===== src/design/priv_pkg.sv =====
/*
 Package for the privileged instruction decoder: opcode patterns, field positions,
 control register codes, exception kinds and the APB register map.
 Assumes 16-bit instruction words and 32-bit general registers.
*/
package priv_pkg;
   localparam logic [15:0] USP_MOVE_PAT = 16'h4E60;
   localparam logic [15:0] USP_MOVE_MSK = 16'hFFF0;
   localparam logic [15:0] CRM_PAT = 16'h4E7A;
   localparam logic [15:0] CRM_MSK = 16'hFFFE;
   localparam logic [15:0] ASM_PAT = 16'h0E00;
   localparam logic [15:0] ASM_MSK = 16'hFF00;
   localparam logic [15:0] ORS_PAT = 16'h007C;
   localparam logic [15:0] CPB_PAT = 16'hF080;
   localparam logic [15:0] CPB_MSK = 16'hFF80;
   localparam int DIR_BIT = 3;
   localparam int EXT_AD_BIT = 15;
   localparam int EXT_ASM_DIR_BIT = 11;
   localparam int CPB_SIZE_BIT = 6;
   localparam logic [11:0] CR_SRC_SPACE = 12'h000;
   localparam logic [11:0] CR_DST_SPACE = 12'h001;
   localparam logic [11:0] CR_CACHE_CTRL = 12'h002;
   localparam logic [11:0] CR_XLAT_CTRL = 12'h003;
   localparam logic [11:0] CR_TT_FIRST = 12'h004;
   localparam logic [11:0] CR_TT_LAST = 12'h007;
   localparam logic [11:0] CR_USER_SP = 12'h800;
   localparam logic [11:0] CR_VEC_BASE = 12'h801;
   localparam logic [11:0] CR_CACHE_ADDR = 12'h802;
   localparam logic [11:0] CR_MASTER_SP = 12'h803;
   localparam logic [11:0] CR_INTR_SP = 12'h804;
   localparam logic [11:0] CR_XLAT_STAT = 12'h805;
   localparam logic [11:0] CR_USER_ROOT = 12'h806;
   localparam logic [11:0] CR_SUP_ROOT = 12'h807;
   localparam logic [1:0] SZ_BYTE = 2'h0;
   localparam logic [1:0] SZ_WORD = 2'h1;
   localparam logic [1:0] SZ_LONG = 2'h2;
   localparam logic [2:0] SPACE_UDATA = 3'h1;
   localparam logic [2:0] SPACE_UPROG = 3'h2;
   localparam logic [2:0] SPACE_SDATA = 3'h5;
   localparam logic [2:0] SPACE_SPROG = 3'h6;
   localparam logic [1:0] VAR_BASE = 2'h0;
   localparam logic [1:0] VAR_CACHED = 2'h1;
   localparam logic [1:0] VAR_MMU = 2'h2;
   localparam logic [1:0] VAR_EMBED = 2'h3;
   localparam logic [11:0] ADDR_CTRL = 12'h000;
   localparam logic [11:0] ADDR_STATUS = 12'h004;
   localparam logic [11:0] ADDR_COUNT = 12'h008;
   localparam logic [7:0] CTRL_RESET = 8'h00;

   typedef enum logic [1:0] {
      EXC_NONE = 2'b00,
      EXC_PRIV = 2'b01,
      EXC_ILLEGAL = 2'b10
   } exc_t;

   typedef enum logic [2:0] {
      OP_NONE = 3'b000,
      OP_USP = 3'b001,
      OP_CRM = 3'b010,
      OP_ASM = 3'b011,
      OP_ORS = 3'b100,
      OP_CPB = 3'b101
   } op_t;

   typedef struct packed {
      logic valid;
      logic [15:0] op;
      logic [15:0] ext;
      logic [31:0] disp;
      logic [31:0] pc;
   } instr_t;

   typedef struct packed {
      logic valid;
      op_t kind;
      exc_t exc;
      logic gr_we;
      logic gr_addr;
      logic [2:0] gr_num;
      logic [31:0] gr_data;
      logic [3:0] gr_bmask;
      logic cr_we;
      logic [11:0] cr_code;
      logic [31:0] cr_data;
      logic mem_req;
      logic mem_write;
      logic [1:0] mem_size;
      logic [2:0] mem_space;
      logic sr_we;
      logic [15:0] sr_data;
      logic pc_we;
      logic [31:0] pc_data;
      logic [5:0] cc_code;
   } result_t;
endpackage


===== src/design/privileged_instr_decoder.sv =====
/*
 Decoder and executor for the supervisor-only instruction group: user stack pointer
 moves, control register moves, alternate space moves, OR into status and the
 coprocessor conditional branch. Assumes the core presents one instruction with its
 extension words and current register values per request, reads register outputs
 combinationally and performs the memory access; the coprocessor answers the
 condition in the same cycle. APB gives variant selection and a status readout.
*/
// What this block does
// - User stack pointer move copies long between it and An, else trap.
// - Direction 0 loads user stack pointer from An, 1 loads An.
// - Control move transfers 32 bits, unimplemented bits zero, flags kept.
// - Control move opcode bit 0: 0 control to general, 1 general to control.
// - Extension bit 15 data/address, bits 14-12 register, 11-0 control code.
// - Codes 000, 001, 800, 801 select space codes, user sp, vector base.
// - Non-base variants add 002 cache ctrl, 803, 804; cached variant also adds 802.
// - Managed variant 003-007, 805-807; embedded variant 004-007 access ctrl.
// - Unassigned control code raises illegal instruction.
// - Alternate move writes via destination space, reads via source space.
// - Data register load keeps upper bits; address register sign-extends.
// - Size 00 byte, 01 word, 10 long.
// - Extension: type bit 15, register 14-12, direction 11, rest zero.
// - Only memory alterable addressing modes accepted.
// - Same register source and auto-updated target stores updated value.
// - Merged control bit 2, in any variant, converts program spaces 6/2 to data spaces 5/1.
// - OR immediate into whole status register in supervisor state.
// - Extend, negative, zero, overflow, carry set by immediate bits 4-0.
// - Branch adds signed displacement to address of displacement word.
// - Branch word carries size bit and 6-bit condition for the coprocessor.
// - Size bit 0 selects 16-bit, 1 selects 32-bit displacement.
`timescale 1ns/1ns
module privileged_instr_decoder
   import priv_pkg::*;
#(
   parameter logic [1:0] DEFAULT_VARIANT = VAR_MMU
) (
   input wire logic mclk,
   input wire logic rst,
   input wire instr_t instr,
   input wire logic supervisor,
   input wire logic [31:0] an_val,
   input wire logic [31:0] rn_val,
   input wire logic [31:0] cr_val,
   input wire logic [31:0] mem_rdata,
   input wire logic [15:0] sr_val,
   input wire logic [31:0] user_sp_val,
   input wire logic cc_true,
   output logic [5:0] cc_query,
   output result_t result,
   input wire logic psel,
   input wire logic penable,
   input wire logic pwrite,
   input wire logic [11:0] paddr,
   input wire logic [31:0] pwdata,
   output logic [31:0] prdata,
   output logic pready,
   output logic pslverr
);
   logic [7:0] ctrl_reg;
   logic [7:0] ctrl_next;
   logic [15:0] count_reg;
   exc_t last_exc_reg;
   result_t res_next;
   wire logic [1:0] variant = ctrl_reg[1:0];
   wire logic merged = ctrl_reg[2];
   wire logic [15:0] op = instr.op;
   wire logic [15:0] ext = instr.ext;

   // Opcode classes
   wire logic is_usp = (op & USP_MOVE_MSK) == USP_MOVE_PAT;
   wire logic is_crm = (op & CRM_MSK) == CRM_PAT;
   wire logic is_asm = (op & ASM_MSK) == ASM_PAT && op[7:6] != 2'h3;
   wire logic is_ors = op == ORS_PAT;
   wire logic is_cpb = (op & CPB_MSK) == CPB_PAT;
   wire logic is_priv = is_usp | is_crm | is_asm | is_ors | is_cpb;

   // Control register code legality per variant
   wire logic [11:0] crc = ext[11:0];
   wire logic cr_base = crc == CR_SRC_SPACE || crc == CR_DST_SPACE
      || crc == CR_USER_SP || crc == CR_VEC_BASE;
   wire logic cached = variant != VAR_BASE;
   wire logic cr_cache = cached && (crc == CR_CACHE_CTRL || crc == CR_MASTER_SP
      || crc == CR_INTR_SP || (crc == CR_CACHE_ADDR && variant == VAR_CACHED));
   wire logic cr_tt = crc >= CR_TT_FIRST && crc <= CR_TT_LAST;
   wire logic cr_mmu = (variant == VAR_MMU && (crc == CR_XLAT_CTRL || cr_tt
      || (crc >= CR_XLAT_STAT && crc <= CR_SUP_ROOT)))
      || (variant == VAR_EMBED && cr_tt);
   wire logic cr_legal = cr_base | cr_cache | cr_mmu;

   // Alternate space checks
   wire logic [2:0] ea_mode = op[5:3];
   wire logic [2:0] ea_reg = op[2:0];
   wire logic ea_ok = (ea_mode >= 3'h2 && ea_mode <= 3'h6)
      || (ea_mode == 3'h7 && ea_reg <= 3'h1);
   wire logic ext_ok = ext[10:0] == 11'h000;
   wire logic size_ok = op[7:6] != 2'h3;
   wire logic asm_wr = ext[EXT_ASM_DIR_BIT];
   // Source space field is only two bits wide, so reads reach codes 0 to 3 only
   wire logic [2:0] raw_space = asm_wr ? ctrl_reg[7:5] : {1'b0, ctrl_reg[4:3]};
   logic [2:0] space_conv;
   always_comb begin
      space_conv = raw_space;
      if (merged && raw_space == SPACE_SPROG) begin
         space_conv = SPACE_SDATA;
      end else if (merged && raw_space == SPACE_UPROG) begin
         space_conv = SPACE_UDATA;
      end
   end

   // Loaded operand forming
   logic [31:0] asm_load;
   logic [3:0] asm_bmask;
   always_comb begin
      asm_load = mem_rdata;
      asm_bmask = 4'hF;
      case (op[7:6])
         SZ_BYTE: begin
            asm_load = {{24{mem_rdata[7]}}, mem_rdata[7:0]};
            asm_bmask = 4'h1;
         end
         SZ_WORD: begin
            asm_load = {{16{mem_rdata[15]}}, mem_rdata[15:0]};
            asm_bmask = 4'h3;
         end
         default: begin
            asm_load = mem_rdata;
            asm_bmask = 4'hF;
         end
      endcase
      if (ext[EXT_AD_BIT]) begin
         asm_bmask = 4'hF;
      end
   end

   wire logic [31:0] cpb_disp = op[CPB_SIZE_BIT] ? instr.disp
      : {{16{instr.disp[15]}}, instr.disp[15:0]};
   // The displacement word follows the opcode word
   wire logic [31:0] disp_pc = instr.pc + 32'h0000_0002;

   always_comb begin
      res_next = '0;
      res_next.valid = instr.valid;
      res_next.cc_code = op[5:0];
      if (!instr.valid || !is_priv) begin
         res_next.kind = OP_NONE;
      end else if (!supervisor) begin
         res_next.exc = EXC_PRIV;
      end else if (is_usp) begin
         res_next.kind = OP_USP;
         res_next.gr_addr = 1'b1;
         res_next.gr_num = op[2:0];
         res_next.gr_bmask = 4'hF;
         res_next.cr_code = CR_USER_SP;
         if (op[DIR_BIT]) begin
            res_next.gr_we = 1'b1;
            res_next.gr_data = user_sp_val;
         end else begin
            res_next.cr_we = 1'b1;
            res_next.cr_data = an_val;
         end
      end else if (is_crm) begin
         res_next.kind = OP_CRM;
         res_next.gr_addr = ext[EXT_AD_BIT];
         res_next.gr_num = ext[14:12];
         res_next.cr_code = crc;
         res_next.gr_bmask = 4'hF;
         if (!cr_legal) begin
            res_next.exc = EXC_ILLEGAL;
         end else if (op[0]) begin
            res_next.cr_we = 1'b1;
            res_next.cr_data = rn_val;
         end else begin
            res_next.gr_we = 1'b1;
            res_next.gr_data = cr_val;
         end
      end else if (is_asm) begin
         res_next.kind = OP_ASM;
         res_next.gr_addr = ext[EXT_AD_BIT];
         res_next.gr_num = ext[14:12];
         res_next.mem_size = op[7:6];
         res_next.mem_space = space_conv;
         if (!ea_ok || !ext_ok || !size_ok) begin
            res_next.exc = EXC_ILLEGAL;
         end else begin
            res_next.mem_req = 1'b1;
            res_next.mem_write = asm_wr;
            // rn_val is the register after any address update
            res_next.cr_data = rn_val;
            res_next.gr_we = !asm_wr;
            res_next.gr_data = asm_load;
            res_next.gr_bmask = asm_bmask;
         end
      end else if (is_ors) begin
         res_next.kind = OP_ORS;
         res_next.sr_we = 1'b1;
         res_next.sr_data = sr_val | ext;
      end else begin
         res_next.kind = OP_CPB;
         res_next.pc_we = cc_true;
         res_next.pc_data = disp_pc + cpb_disp;
      end
   end

   always_ff @(posedge mclk or posedge rst) begin
      if (rst) begin
         result <= '0;
         cc_query <= 6'h00;
      end else begin
         result <= res_next;
         cc_query <= op[5:0];
      end
   end

   // APB slave: control, status, count of supervisor-state privileged ops
   wire logic apb_acc = psel && penable;
   wire logic apb_wr = apb_acc && pwrite;
   wire logic hit_ctrl = paddr == ADDR_CTRL;
   wire logic hit_stat = paddr == ADDR_STATUS;
   wire logic hit_cnt = paddr == ADDR_COUNT;
   wire logic hit_any = hit_ctrl | hit_stat | hit_cnt;
   wire logic [31:0] rd_mux = hit_ctrl ? {24'h000000, ctrl_reg}
      : hit_stat ? {30'h00000000, last_exc_reg}
      : hit_cnt ? {16'h0000, count_reg} : 32'h0000_0000;
   assign ctrl_next = (apb_wr && hit_ctrl) ? pwdata[7:0] : ctrl_reg;

   always_ff @(posedge mclk or posedge rst) begin
      if (rst) begin
         ctrl_reg <= CTRL_RESET | {6'h00, DEFAULT_VARIANT};
         count_reg <= 16'h0000;
         last_exc_reg <= EXC_NONE;
         prdata <= 32'h0000_0000;
         pready <= 1'b0;
         pslverr <= 1'b0;
      end else begin
         ctrl_reg <= ctrl_next;
         if (res_next.valid && res_next.kind != OP_NONE) begin
            count_reg <= count_reg + 16'h0001;
         end
         if (res_next.valid && is_priv) begin
            last_exc_reg <= res_next.exc;
         end
         pready <= psel && !pready;
         pslverr <= psel && !pready && !hit_any;
         prdata <= rd_mux;
      end
   end

   a_user_trap: assert property (@(posedge mclk) disable iff (rst)
      instr.valid && is_priv && !supervisor |=> result.exc == EXC_PRIV && !result.gr_we
      && !result.cr_we && !result.sr_we && !result.mem_req && !result.pc_we)
      else $error("user state privileged op changed state");
   a_usp_dir: assert property (@(posedge mclk) disable iff (rst)
      instr.valid && supervisor && is_usp |=> result.gr_we == $past(op[DIR_BIT])
      && result.cr_we != $past(op[DIR_BIT]))
      else $error("user sp move direction wrong");
   a_crm_illegal: assert property (@(posedge mclk) disable iff (rst)
      instr.valid && supervisor && is_crm && !cr_legal |=> result.exc == EXC_ILLEGAL)
      else $error("bad control code accepted");
   a_crm_dir: assert property (@(posedge mclk) disable iff (rst)
      instr.valid && supervisor && is_crm && cr_legal |=> result.cr_we == $past(op[0]))
      else $error("control move direction wrong");
   a_ea_reject: assert property (@(posedge mclk) disable iff (rst)
      instr.valid && supervisor && is_asm && ea_mode <= 3'h1 |=> !result.mem_req)
      else $error("register direct mode accepted");
   a_space_merge: assert property (@(posedge mclk) disable iff (rst)
      instr.valid && supervisor && is_asm && merged |=> result.mem_space != SPACE_SPROG
      && result.mem_space != SPACE_UPROG)
      else $error("program space not converted");
   a_ors_flags: assert property (@(posedge mclk) disable iff (rst)
      instr.valid && supervisor && is_ors |=> result.sr_data[4:0]
      == ($past(sr_val[4:0]) | $past(ext[4:0])))
      else $error("status or wrong");
   a_branch_tgt: assert property (@(posedge mclk) disable iff (rst)
      instr.valid && supervisor && is_cpb && !op[CPB_SIZE_BIT] |=> result.pc_data
      == $past(instr.pc) + 32'h0000_0002 + {{16{$past(instr.disp[15])}}, $past(instr.disp[15:0])})
      else $error("branch target wrong");
endmodule


===== config.mk =====
export PLATFORM = sky130hd
export DESIGN_NAME = privileged_instr_decoder
export DESIGN_NICKNAME = d
export VERILOG_FILES = /design/src/design/priv_pkg.sv /design/src/design/privileged_instr_decoder.sv
export SDC_FILE = /design/constraint.sdc
export NUM_CORES = 1
export LEC_CHECK = 0
export CORE_AREA = 2 2 200 202
export CTS_CLUSTER_DIAMETER = 50
export DETAILED_ROUTE_END_ITERATION = 7
export DIE_AREA = 0 0 202 204
export DONT_BUFFER_PORTS = 1
export PLACE_DENSITY = 0.38
export SKIP_LAST_GASP = 1
export SLEW_MARGIN = 20
export SYNTH_ARGS = -nofsm -noshare
export SYNTH_HDL_FRONTEND = slang
export SYNTH_SLANG_ARGS = --single-unit

===== constraint.sdc =====
create_clock -name mclk -period 6.4 [get_ports mclk]
set_clock_uncertainty 0.1 [all_clocks]
set_input_delay 1.28 -clock mclk [delete_from_list [all_inputs] [get_ports mclk]]
set_output_delay 1.28 -clock mclk [all_outputs]
set_load 0.03 [all_outputs]

==> flow_metrics.py, run 1 <==
metrics = {
    "run_status": {
        "outcome": "finished clean",
    },
    "route": {
        "totalWireLength_um": 35100,
        "num_vias": 7509,
        "detail_route.wl_per_cell_um": 23.2,
        "route.detailed.drc": 0,
        "vias_per_cell": 4.97,
        "drt-pass1-iter-count": 5,
        "first_iter_violations": 456,
        "postRouteAntennaNets": 0,
    },
    "final_layout": {
        "insertedDiodeCount": 0,
        "area_growth_pct": 9.12,
        "num-fill-cells": 4156,
        "drive_above_1_share": 0.0709,
        "mostFrequentLayoutCells": "sky130_fd_sc_hd__dfrtp_1, sky130_fd_sc_hd__nor2_1, sky130_fd_sc_hd__nand2_1, sky130_fd_sc_hd__ha_1, sky130_fd_sc_hd__a21oi_1",
        "largest_reg_flops": 154,
        "multiInputGateArea_um2": 4880,
        "final-seq-area_um2": 4960,
        "post-route-cell-area_um2": 11200,
        "commonest_non_fill_non_tap_cell_in_the_layout": "sky130_fd_sc_hd__dfrtp_1",
        "design.final.nets": 1361,
    },
    "grt": {
        "grt_max_degree": 139,
        "grt_pass1_vias": 7663,
        "grt_first_pass_wirelength_um": 50800,
        "antenna_violations_before_repair": 2,
        "grt_util_all_layers": 0.167,
        "grt_remaining_overflow": 0,
    },
    "timing": {
        "hold_viol_final": 0,
        "worst_slew_pin_slew_ps": 1200,
        "min_period_over_period": 0.618,
        "finalWorstSetupSlack_ps": 2450,
        "setup-tns-final_ps": 0,
        "finalMaxSlewViolations": 0,
        "rsz0062_at_grt": "no",
        "setup_viol": 0,
        "fin_hold_ws_ps": 361,
        "max-slew-margin-rel": 0.200,
        "clock.fmax_mhz": 253,
        "final.min_clock_period_ps": 3950,
    },
    "clock_network": {
        "tritoncts_num_sinks": 198,
        "cts_setup_buffers": 0,
        "holdBufCountCts": 0,
        "cts_resized": 0,
        "clk_transition_reported_paths_ps": 70,
        "cts.root.buffer_cell": "sky130_fd_sc_hd__clkbuf_16",
        "tritoncts.num_buffers": 17,
        "clock_insertion_delay_worst_skew_ps": 450,
        "clk_path_buf_depth": 2,
        "cts_htree_levels": 4,
        "cts_tree": "done",
    },
    "floorplanning": {
        "number_of_i_o_pins": 519,
        "floorplan.die_area_um2": 41200,
        "starting_density": 0.262,
        "floorplan_die_height_um": 204,
        "dieWidth_um": 202,
        "design.core.area_um2": 39200,
        "core.rowCount": 73,
    },
    "synthesis": {
        "synthesis.area_um2": 10300,
        "ys_seq_elements": 198,
        "yosysSeqAreaShare": 0.483,
        "top_cell_type_by_total_area_after_synthesis": "sky130_fd_sc_hd__dfrtp_1",
        "postSynth.asyncResetShare": 1.00,
        "synth_top_cell_area_share": 0.481,
        "synth_edf_count": 0,
        "synth.top_cells.by_area": "sky130_fd_sc_hd__dfrtp_1, sky130_fd_sc_hd__ha_1, sky130_fd_sc_hd__nor2_1",
        "yosys_warnings": 0,
        "netlist_instances": 1004,
        "dominantRegCellSynth": "sky130_fd_sc_hd__dfrtp_1",
        "avgSynthCellArea_um2": 10.2,
        "netlist-cell-type-count": 77,
    },
    "power_and_ir_drop": {
        "switching_power_mw": 0.748,
        "power.clock.fraction": 0.390,
        "vdd.ir_drop.worst_v": 0.000144,
        "p_leak_nw": 5.19,
        "comb_power_share": 0.138,
        "power_switching_share": 0.278,
        "p_seq_frac": 0.472,
        "intPower_mw": 1.94,
        "powerDensity_nw_per_um2": 241,
        "finalPower_mw": 2.69,
    },
    "placement": {
        "area_after_detailed_placement_um2": 10600,
        "gpl_wtd_cong": 0.822,
        "detailedPlacementHpwl_um": 27400,
        "buffer_ports.inserted": 0,
        "pre_cts_ws_ps": 1960,
    },
    "setup_path": {
        "timing.critical_path.slowest_cell_delay_ps": 490,
        "standard_cell_with_the_maximum_stage_delay_on_the_critical_path": "sky130_fd_sc_hd__nand2b_1",
        "worst-endpoint-required_ps": 6660,
        "cp-end-kind": "register",
        "timing_worst_setup_path_type": "in2reg",
        "worstPathMaxFanout": 34,
        "start_kind": "primary input",
        "timing.critical_path.cells": "nand2b_1 -> nand2_1 -> ha_1 -> ha_1 -> and3_1 -> and3b_1 -> nand2_1 -> a21oi_1 -> o2111ai_1 -> a21o_1 -> a21oi_1",
        "critPathArrivalTime_ps": 4210,
    },
    "flow_run": {
        "max_cap_violations": 0,
    },
    "hold_path": {
        "hold_path_class": "reg2reg",
    },
}
[final timing paths]
kind / start / endpoint / slack [ps] / cells past startpoint
setup / recovery: instr[86] / result[36]$_DFF_PP0_ / 2450 / 11
hold / removal: count_reg[15]$_DFFE_PP0P_ / count_reg[15]$_DFFE_PP0P_ / 360 / 1
max in group asynchronous: rst / result[128]$_DFF_PP0_ / 4690 / 2
min in group asynchronous: rst / result[98]$_DFF_PP0_ / 770 / 2
setup reg to reg: ctrl_reg[1]$_DFFE_PP1P_ / result[115]$_DFF_PP0_ / 3400 / 6
hold reg to reg: count_reg[15]$_DFFE_PP0P_ / count_reg[15]$_DFFE_PP0P_ / 360 / 1
[critical path: cells and delay by family]
kind,cells,cell delay (ps)
AOI/OAI and AO/OA,4,840
adders and majority gates,2,770
and+or+nand+nor,5,1300
[Yosys cell counts, types with 4 or more instances]
library cell,count
sky130_fd_sc_hd__mux2i_1,8
sky130_fd_sc_hd__a22o_1,32
sky130_fd_sc_hd__inv_1,21
sky130_fd_sc_hd__xnor2_1,28
sky130_fd_sc_hd__o21a_1,6
sky130_fd_sc_hd__mux2_2,8
sky130_fd_sc_hd__dfrtp_1,197
sky130_fd_sc_hd__nor3_4,4
sky130_fd_sc_hd__a211oi_1,10
sky130_fd_sc_hd__nor2_1,116
sky130_fd_sc_hd__clkbuf_1,31
sky130_fd_sc_hd__buf_6,4
sky130_fd_sc_hd__a21o_1,18
sky130_fd_sc_hd__nor2b_1,6
sky130_fd_sc_hd__nor3_1,14
sky130_fd_sc_hd__a221o_1,10
sky130_fd_sc_hd__buf_2,6
sky130_fd_sc_hd__a222oi_1,15
sky130_fd_sc_hd__a21oi_1,50
sky130_fd_sc_hd__o211ai_1,6
sky130_fd_sc_hd__nand3_1,20
sky130_fd_sc_hd__o21ai_0,35
sky130_fd_sc_hd__and2_1,29
sky130_fd_sc_hd__a22oi_1,8
sky130_fd_sc_hd__buf_4,26
sky130_fd_sc_hd__ha_1,62
sky130_fd_sc_hd__nand4_1,10
sky130_fd_sc_hd__a21oi_2,5
sky130_fd_sc_hd__nand2b_1,15
sky130_fd_sc_hd__xor2_1,11
sky130_fd_sc_hd__nand2_1,99
sky130_fd_sc_hd__nor4_1,4
sky130_fd_sc_hd__or3_1,6
sky130_fd_sc_hd__and3_1,11
[per-stage QoR]
| stage | cells | utilization |
|---|---|---|
| 2_1_floorplan | 1019 | - |
| 3_3_place_gp | 1480 | 0.271 |
| 3_5_place_dp | 1480 | 0.271 |
| 4_1_cts | 1512 | 0.286 |
| 5_1_grt | 1512 | 0.286 |
| 6_report | 1512 | 0.286 |
[power groups by stage]
stage	Combinational, mW	Clock [mW]	Sequential [mW]
finish	0.372	1.05	1.27
global route	0.421	1.15	1.27
CTS	0.375	1.10	1.27
detailed placement	0.371	0	1.29
global placement	0.377	0	1.29
floorplan	0.309	0	1.29
[per-layer routing]
layer / wire length [um] / share of wire / global-route usage / up-vias
li1: - / - / - / 3471
met1: 14400 / 0.41 / 0.204 / 3680
met2: 17600 / 0.50 / 0.284 / 315
met3: 2120 / 0.060 / 0.0424 / 41
met4: 887 / 0.025 / 0.0614 / 2
met5: 13 / 0.00037 / 0 / -
[layout make-up]
class | count | area share
tap | 525 | 0.0587
clock buffer | 23 | 0.0409
multi-input combinational | 730 | 0.436
sequential | 198 | 0.443
clock inverter | 9 | 0.00884
timing repair buffer | 6 | 0.00514
inverter | 21 | 0.00738
[cell families after synthesis]
logic type	after synthesis	share of synthesized area
AND/OR/NAND/NOR	364	0.176
AO/OA/AOI/OAI	232	0.166
flip-flops	198	0.483
buffers and inverters	91	0.0466
adder cells (fa/ha/maj)	63	0.0776
XOR/XNOR	39	0.0333
multiplexers	16	0.0166
other	1	0.000366
Power figures use the tool's default switching activity.
==> inputs of run 2 (changes only) <==
- PLACE_DENSITY: 0.38 -> 0.37
- clock period: 6.4 -> 3.7 ns (I/O delays scaled with it)
==> flow_metrics.py, run 2 (synthesized netlist as in run 1, its figures left out) <==
metrics = {
    "timing": {
        "max-slew-margin-rel": 0.320,
        "setup_viol": 0,
        "min_period_over_period": 0.852,
        "final.min_clock_period_ps": 3150,
        "rsz0062_at_grt": "no",
        "finalMaxSlewViolations": 0,
        "clock.fmax_mhz": 317,
        "setup-tns-final_ps": 0,
        "fin_hold_ws_ps": 176,
        "hold_viol_final": 0,
        "worst_slew_pin_slew_ps": 1020,
    },
    "setup_path": {
        "timing_worst_setup_path_type": "in2reg",
        "reg2regPathDepth": 8,
        "worstSetupPathDepth": 13,
        "start_kind": "primary input",
        "timing.critical_path.cells": "inv_1 -> ha_1 -> inv_1 -> ha_1 -> inv_1 -> fa_1 -> nand2b_1 -> a21o_1 -> a21oi_1 -> o22ai_1 -> o41ai_1 -> xnor2_1 -> nor2_1",
        "cp-end-kind": "register",
        "critPathMostFrequentCell": "sky130_fd_sc_hd__inv_1",
        "timing.critical_path.max_delay_family": "compound AO/OA/AOI/OAI gates",
        "timing.critical_path.slowest_cell_delay_ps": 490,
        "count_of_buffer_and_inverter_cells_on_the_critical_path": 3,
        "worstPathMaxFanout": 5,
        "cp-startpoint": "instr[1]",
        "crit-reg2reg-launch": "ctrl_reg[0]$_DFFE_PP0P_",
        "standard_cell_with_the_maximum_stage_delay_on_the_critical_path": "sky130_fd_sc_hd__o41ai_1",
        "critPathArrivalTime_ps": 3370,
        "worst-endpoint-required_ps": 3910,
    },
    "route": {
        "totalWireLength_um": 35700,
        "vias_per_cell": 4.94,
        "postRouteAntennaNets": 0,
        "detail_route.wl_per_cell_um": 23.2,
        "route.detailed.drc": 0,
        "first_iter_violations": 540,
        "num_vias": 7615,
        "drt-pass1-iter-count": 6,
    },
    "final_layout": {
        "final_util": 0.292,
        "design.final.nets": 1390,
        "area_growth_pct": 11.6,
        "drive_above_1_share": 0.0994,
        "mostFrequentLayoutCells": "sky130_fd_sc_hd__dfrtp_1, sky130_fd_sc_hd__nor2_1, sky130_fd_sc_hd__nand2_1, sky130_fd_sc_hd__ha_1, sky130_fd_sc_hd__a21oi_1",
        "multiInputGateArea_um2": 4880,
        "final-seq-area_um2": 4960,
        "num-fill-cells": 4155,
        "post-route-cell-area_um2": 11400,
        "commonest_non_fill_non_tap_cell_in_the_layout": "sky130_fd_sc_hd__dfrtp_1",
        "largest_reg_flops": 154,
    },
    "clock_network": {
        "clk_path_buf_depth": 2,
        "clock_insertion_delay_worst_skew_ps": 450,
        "tritoncts_num_sinks": 198,
        "cts_setup_buffers": 0,
        "tritoncts.num_buffers": 17,
        "clk_transition_reported_paths_ps": 80,
        "holdBufCountCts": 0,
        "cts_htree_levels": 4,
        "cts.root.buffer_cell": "sky130_fd_sc_hd__clkbuf_16",
        "cts_resized": 0,
        "cts_tree": "done",
    },
    "floorplanning": {
        "starting_density": 0.262,
        "number_of_i_o_pins": 519,
        "dieWidth_um": 202,
        "floorplan_die_height_um": 204,
        "core.rowCount": 73,
        "design.core.area_um2": 39200,
        "floorplan.die_area_um2": 41200,
    },
    "grt": {
        "grt_max_degree": 78,
        "antenna_violations_before_repair": 0,
        "grt_remaining_overflow": 0,
        "grt_util_all_layers": 0.169,
        "grt_first_pass_wirelength_um": 51300,
        "grt_pass1_vias": 7772,
    },
    "power_and_ir_drop": {
        "vdd.ir_drop.worst_v": 0.000248,
        "powerDensity_nw_per_um2": 421,
        "finalPower_mw": 4.82,
        "p_leak_nw": 5.35,
    },
    "placement": {
        "gpl_wtd_cong": 0.864,
        "detailedPlacementHpwl_um": 28300,
        "buffer_ports.inserted": 0,
        "area_after_detailed_placement_um2": 10800,
    },
    "hold_path": {
        "hold_path_class": "in2async",
    },
    "flow_run": {
        "max_cap_violations": 0,
    },
    "run_status": {
        "outcome": "finished clean",
    },
}
## run 2: metrics by stage
stage / setup slack, ps / std cells
floorplan: 16.4 / 1019
global placement: 118 / 1509
detailed placement: 82.4 / 1509
CTS: 603 / 1541
global route: 484 / 1541
finish: 546 / 1542
## run 2: layout make-up
class | instances | share of cell area
flip-flops and latches | 198 | 0.433
repair buffers | 35 | 0.0241
inverters | 21 | 0.00722
well taps | 525 | 0.0574
multi-input cells | 730 | 0.426
clock buffers | 21 | 0.0394
diodes | 1 | 0.000219
clock inverters | 11 | 0.0124
## run 2: worst paths after layout
check	slack (ps)	end
worst max-delay path	550	result[33]$_DFF_PP0_
worst min register to register	370	count_reg[15]$_DFFE_PP0P_
max in group asynchronous	2800	result[49]$_DFF_PP0_
min in group mclk	210	result[154]$_DFF_PP0_
worst min-delay path	180	result[0]$_DFF_PP0_
worst max register to register	1310	result[67]$_DFF_PP0_
## run 2: power by group
part / switching [mW] / leakage [nW] / internal [mW]
combinational: 0.421 / 2.33 / 0.279
sequential: 0.0255 / 2.73 / 2.17
clock: 0.893 / 0.279 / 1.03
## run 2: routing by layer
layer,vias up,GRT usage,share of wire
met5,-,0,0
met4,0,0.0541,0.016
met3,25,0.0446,0.061
met2,301,0.298,0.52
met1,3751,0.200,0.41
li1,3538,-,-
==> inputs of run 3 (changes only) <==
- CTS_BUF_LIST: not set -> sky130_fd_sc_hd__clkbuf_8 sky130_fd_sc_hd__clkbuf_16
- clock period: 3.7 -> 3.1 ns (I/O delays scaled with it)
==> flow_metrics.py, run 3 (synthesized netlist as in run 1, its figures left out) <==
metrics = {
    "final_layout": {
        "mostFrequentLayoutCells": "sky130_fd_sc_hd__dfrtp_1, sky130_fd_sc_hd__nor2_1, sky130_fd_sc_hd__nand2_1, sky130_fd_sc_hd__buf_4, sky130_fd_sc_hd__ha_1",
        "commonest_non_fill_non_tap_cell_in_the_layout": "sky130_fd_sc_hd__dfrtp_1",
        "drive_above_1_share": 0.155,
        "design.final.nets": 1440,
        "largest_reg_flops": 154,
        "area_growth_pct": 16.5,
        "post-route-cell-area_um2": 11900,
    },
    "timing": {
        "min_period_over_period": 0.885,
        "setup-tns-final_ps": 0,
        "max-slew-margin-rel": 0.547,
        "rsz0062_at_grt": "no",
        "final.min_clock_period_ps": 2740,
        "clock.fmax_mhz": 365,
        "worst_slew_pin_slew_ps": 680,
        "hold_viol_final": 0,
        "finalMaxSlewViolations": 0,
        "fin_hold_ws_ps": 87.5,
        "setup_viol": 0,
    },
    "setup_path": {
        "worstPathMaxFanout": 3,
        "timing.critical_path.cells": "inv_1 -> ha_1 -> inv_1 -> ha_1 -> inv_1 -> fa_1 -> nand2b_1 -> a21o_1 -> buf_4 -> a21oi_1 -> o21ba_2 -> a41oi_1 -> nor4_1 -> o31a_1",
        "critPathMostFrequentCell": "sky130_fd_sc_hd__inv_1",
        "start_kind": "primary input",
        "timing_worst_setup_path_type": "in2reg",
        "timing.critical_path.slowest_cell_delay_ps": 380,
        "worst-endpoint-required_ps": 3400,
        "standard_cell_with_the_maximum_stage_delay_on_the_critical_path": "sky130_fd_sc_hd__fa_1",
        "cp-end-kind": "register",
        "critPathArrivalTime_ps": 3040,
    },
    "clock_network": {
        "cts_htree_levels": 4,
        "tritoncts.num_buffers": 17,
        "cts_setup_buffers": 0,
        "cts_tree": "done",
        "holdBufCountCts": 0,
        "clk_path_buf_depth": 2,
        "clk_transition_reported_paths_ps": 80,
        "cts.root.buffer_cell": "sky130_fd_sc_hd__clkbuf_16",
        "clock_insertion_delay_worst_skew_ps": 450,
        "cts_resized": 0,
        "tritoncts_num_sinks": 198,
    },
    "floorplanning": {
        "floorplan.die_area_um2": 41200,
        "core.rowCount": 73,
        "design.core.area_um2": 39200,
        "number_of_i_o_pins": 519,
        "dieWidth_um": 202,
        "starting_density": 0.262,
        "floorplan_die_height_um": 204,
    },
    "route": {
        "first_iter_violations": 499,
        "detail_route.wl_per_cell_um": 22.5,
        "totalWireLength_um": 35900,
        "postRouteAntennaNets": 0,
        "drt-pass1-iter-count": 5,
        "route.detailed.drc": 0,
        "vias_per_cell": 4.84,
        "num_vias": 7699,
    },
    "power_and_ir_drop": {
        "finalPower_mw": 5.84,
        "vdd.ir_drop.worst_v": 0.000345,
        "p_leak_nw": 5.62,
        "powerDensity_nw_per_um2": 489,
    },
    "grt": {
        "grt_max_degree": 105,
        "grt_pass1_vias": 7742,
        "antenna_violations_before_repair": 2,
        "grt_remaining_overflow": 0,
        "grt_util_all_layers": 0.170,
        "grt_first_pass_wirelength_um": 51400,
    },
    "placement": {
        "gpl_wtd_cong": 0.814,
        "detailedPlacementHpwl_um": 28700,
        "area_after_detailed_placement_um2": 11400,
        "buffer_ports.inserted": 0,
    },
    "flow_run": {
        "max_cap_violations": 0,
    },
    "hold_path": {
        "hold_path_class": "in2reg",
    },
    "run_status": {
        "outcome": "finished clean",
    },
}
## run 3: area by class of cell
class | instances | area [um2]
Antenna cell | 1 | 2.50
Clock buffer | 18 | 439
Clock inverter | 13 | 145
Fill cell | 4065 | 27200
Inverter | 21 | 82.6
Multi-Input combinational cell | 730 | 4960
Sequential cell | 198 | 4960
Tap cell | 525 | 657
Timing Repair Buffer | 85 | 701
## run 3: per-stage QoR
step	utilization	setup WS [ps]	std cells
floorplan	-	-242	1019
global route	0.305	181	1590
global placement	0.290	-158	1559
CTS	0.305	355	1590
detailed placement	0.290	-146	1559
finish	0.305	357	1591
## run 3: worst max-delay path, delay by kind of cell
kind / cells / cell delay (ps)
compound gates: 5 / 940
fa+ha+maj: 3 / 820
simple gates: 2 / 390
buf+inv: 4 / 280
## run 3: power by group
part	switching, mW	total [mW]	internal [mW]	leakage [nW]
registers	0.0303	2.62	2.59	2.73
clock network	1.05	2.27	1.22	0.284
logic	0.523	0.948	0.424	2.61
## run 3: path summary, 6_finish.rpt
kind | slack, ps | cells past startpoint | end | start
min reg2reg | 370 | 1 | count_reg[15]$_DFFE_PP0P_ | count_reg[15]$_DFFE_PP0P_
max | 360 | 14 | result[31]$_DFF_PP0_ | instr[1]
min | 90 | 0 | result[2]$_DFF_PP0_ | instr[82]
min in group asynchronous | 100 | 2 | prdata[8]$_DFF_PP0_ | rst
max in group asynchronous | 2300 | 2 | result[36]$_DFF_PP0_ | rst
max reg2reg | 680 | 6 | result[114]$_DFF_PP0_ | ctrl_reg[0]$_DFFE_PP0P_
## run 3: routing by layer
metal  part of all wire  up-vias  global-route usage
met4              0.017        0              0.0549
li1                   -     3633                   -
met1               0.41     3763               0.203
met2               0.51      280               0.298
met3              0.061       23              0.0427
met5                  0        -                   0
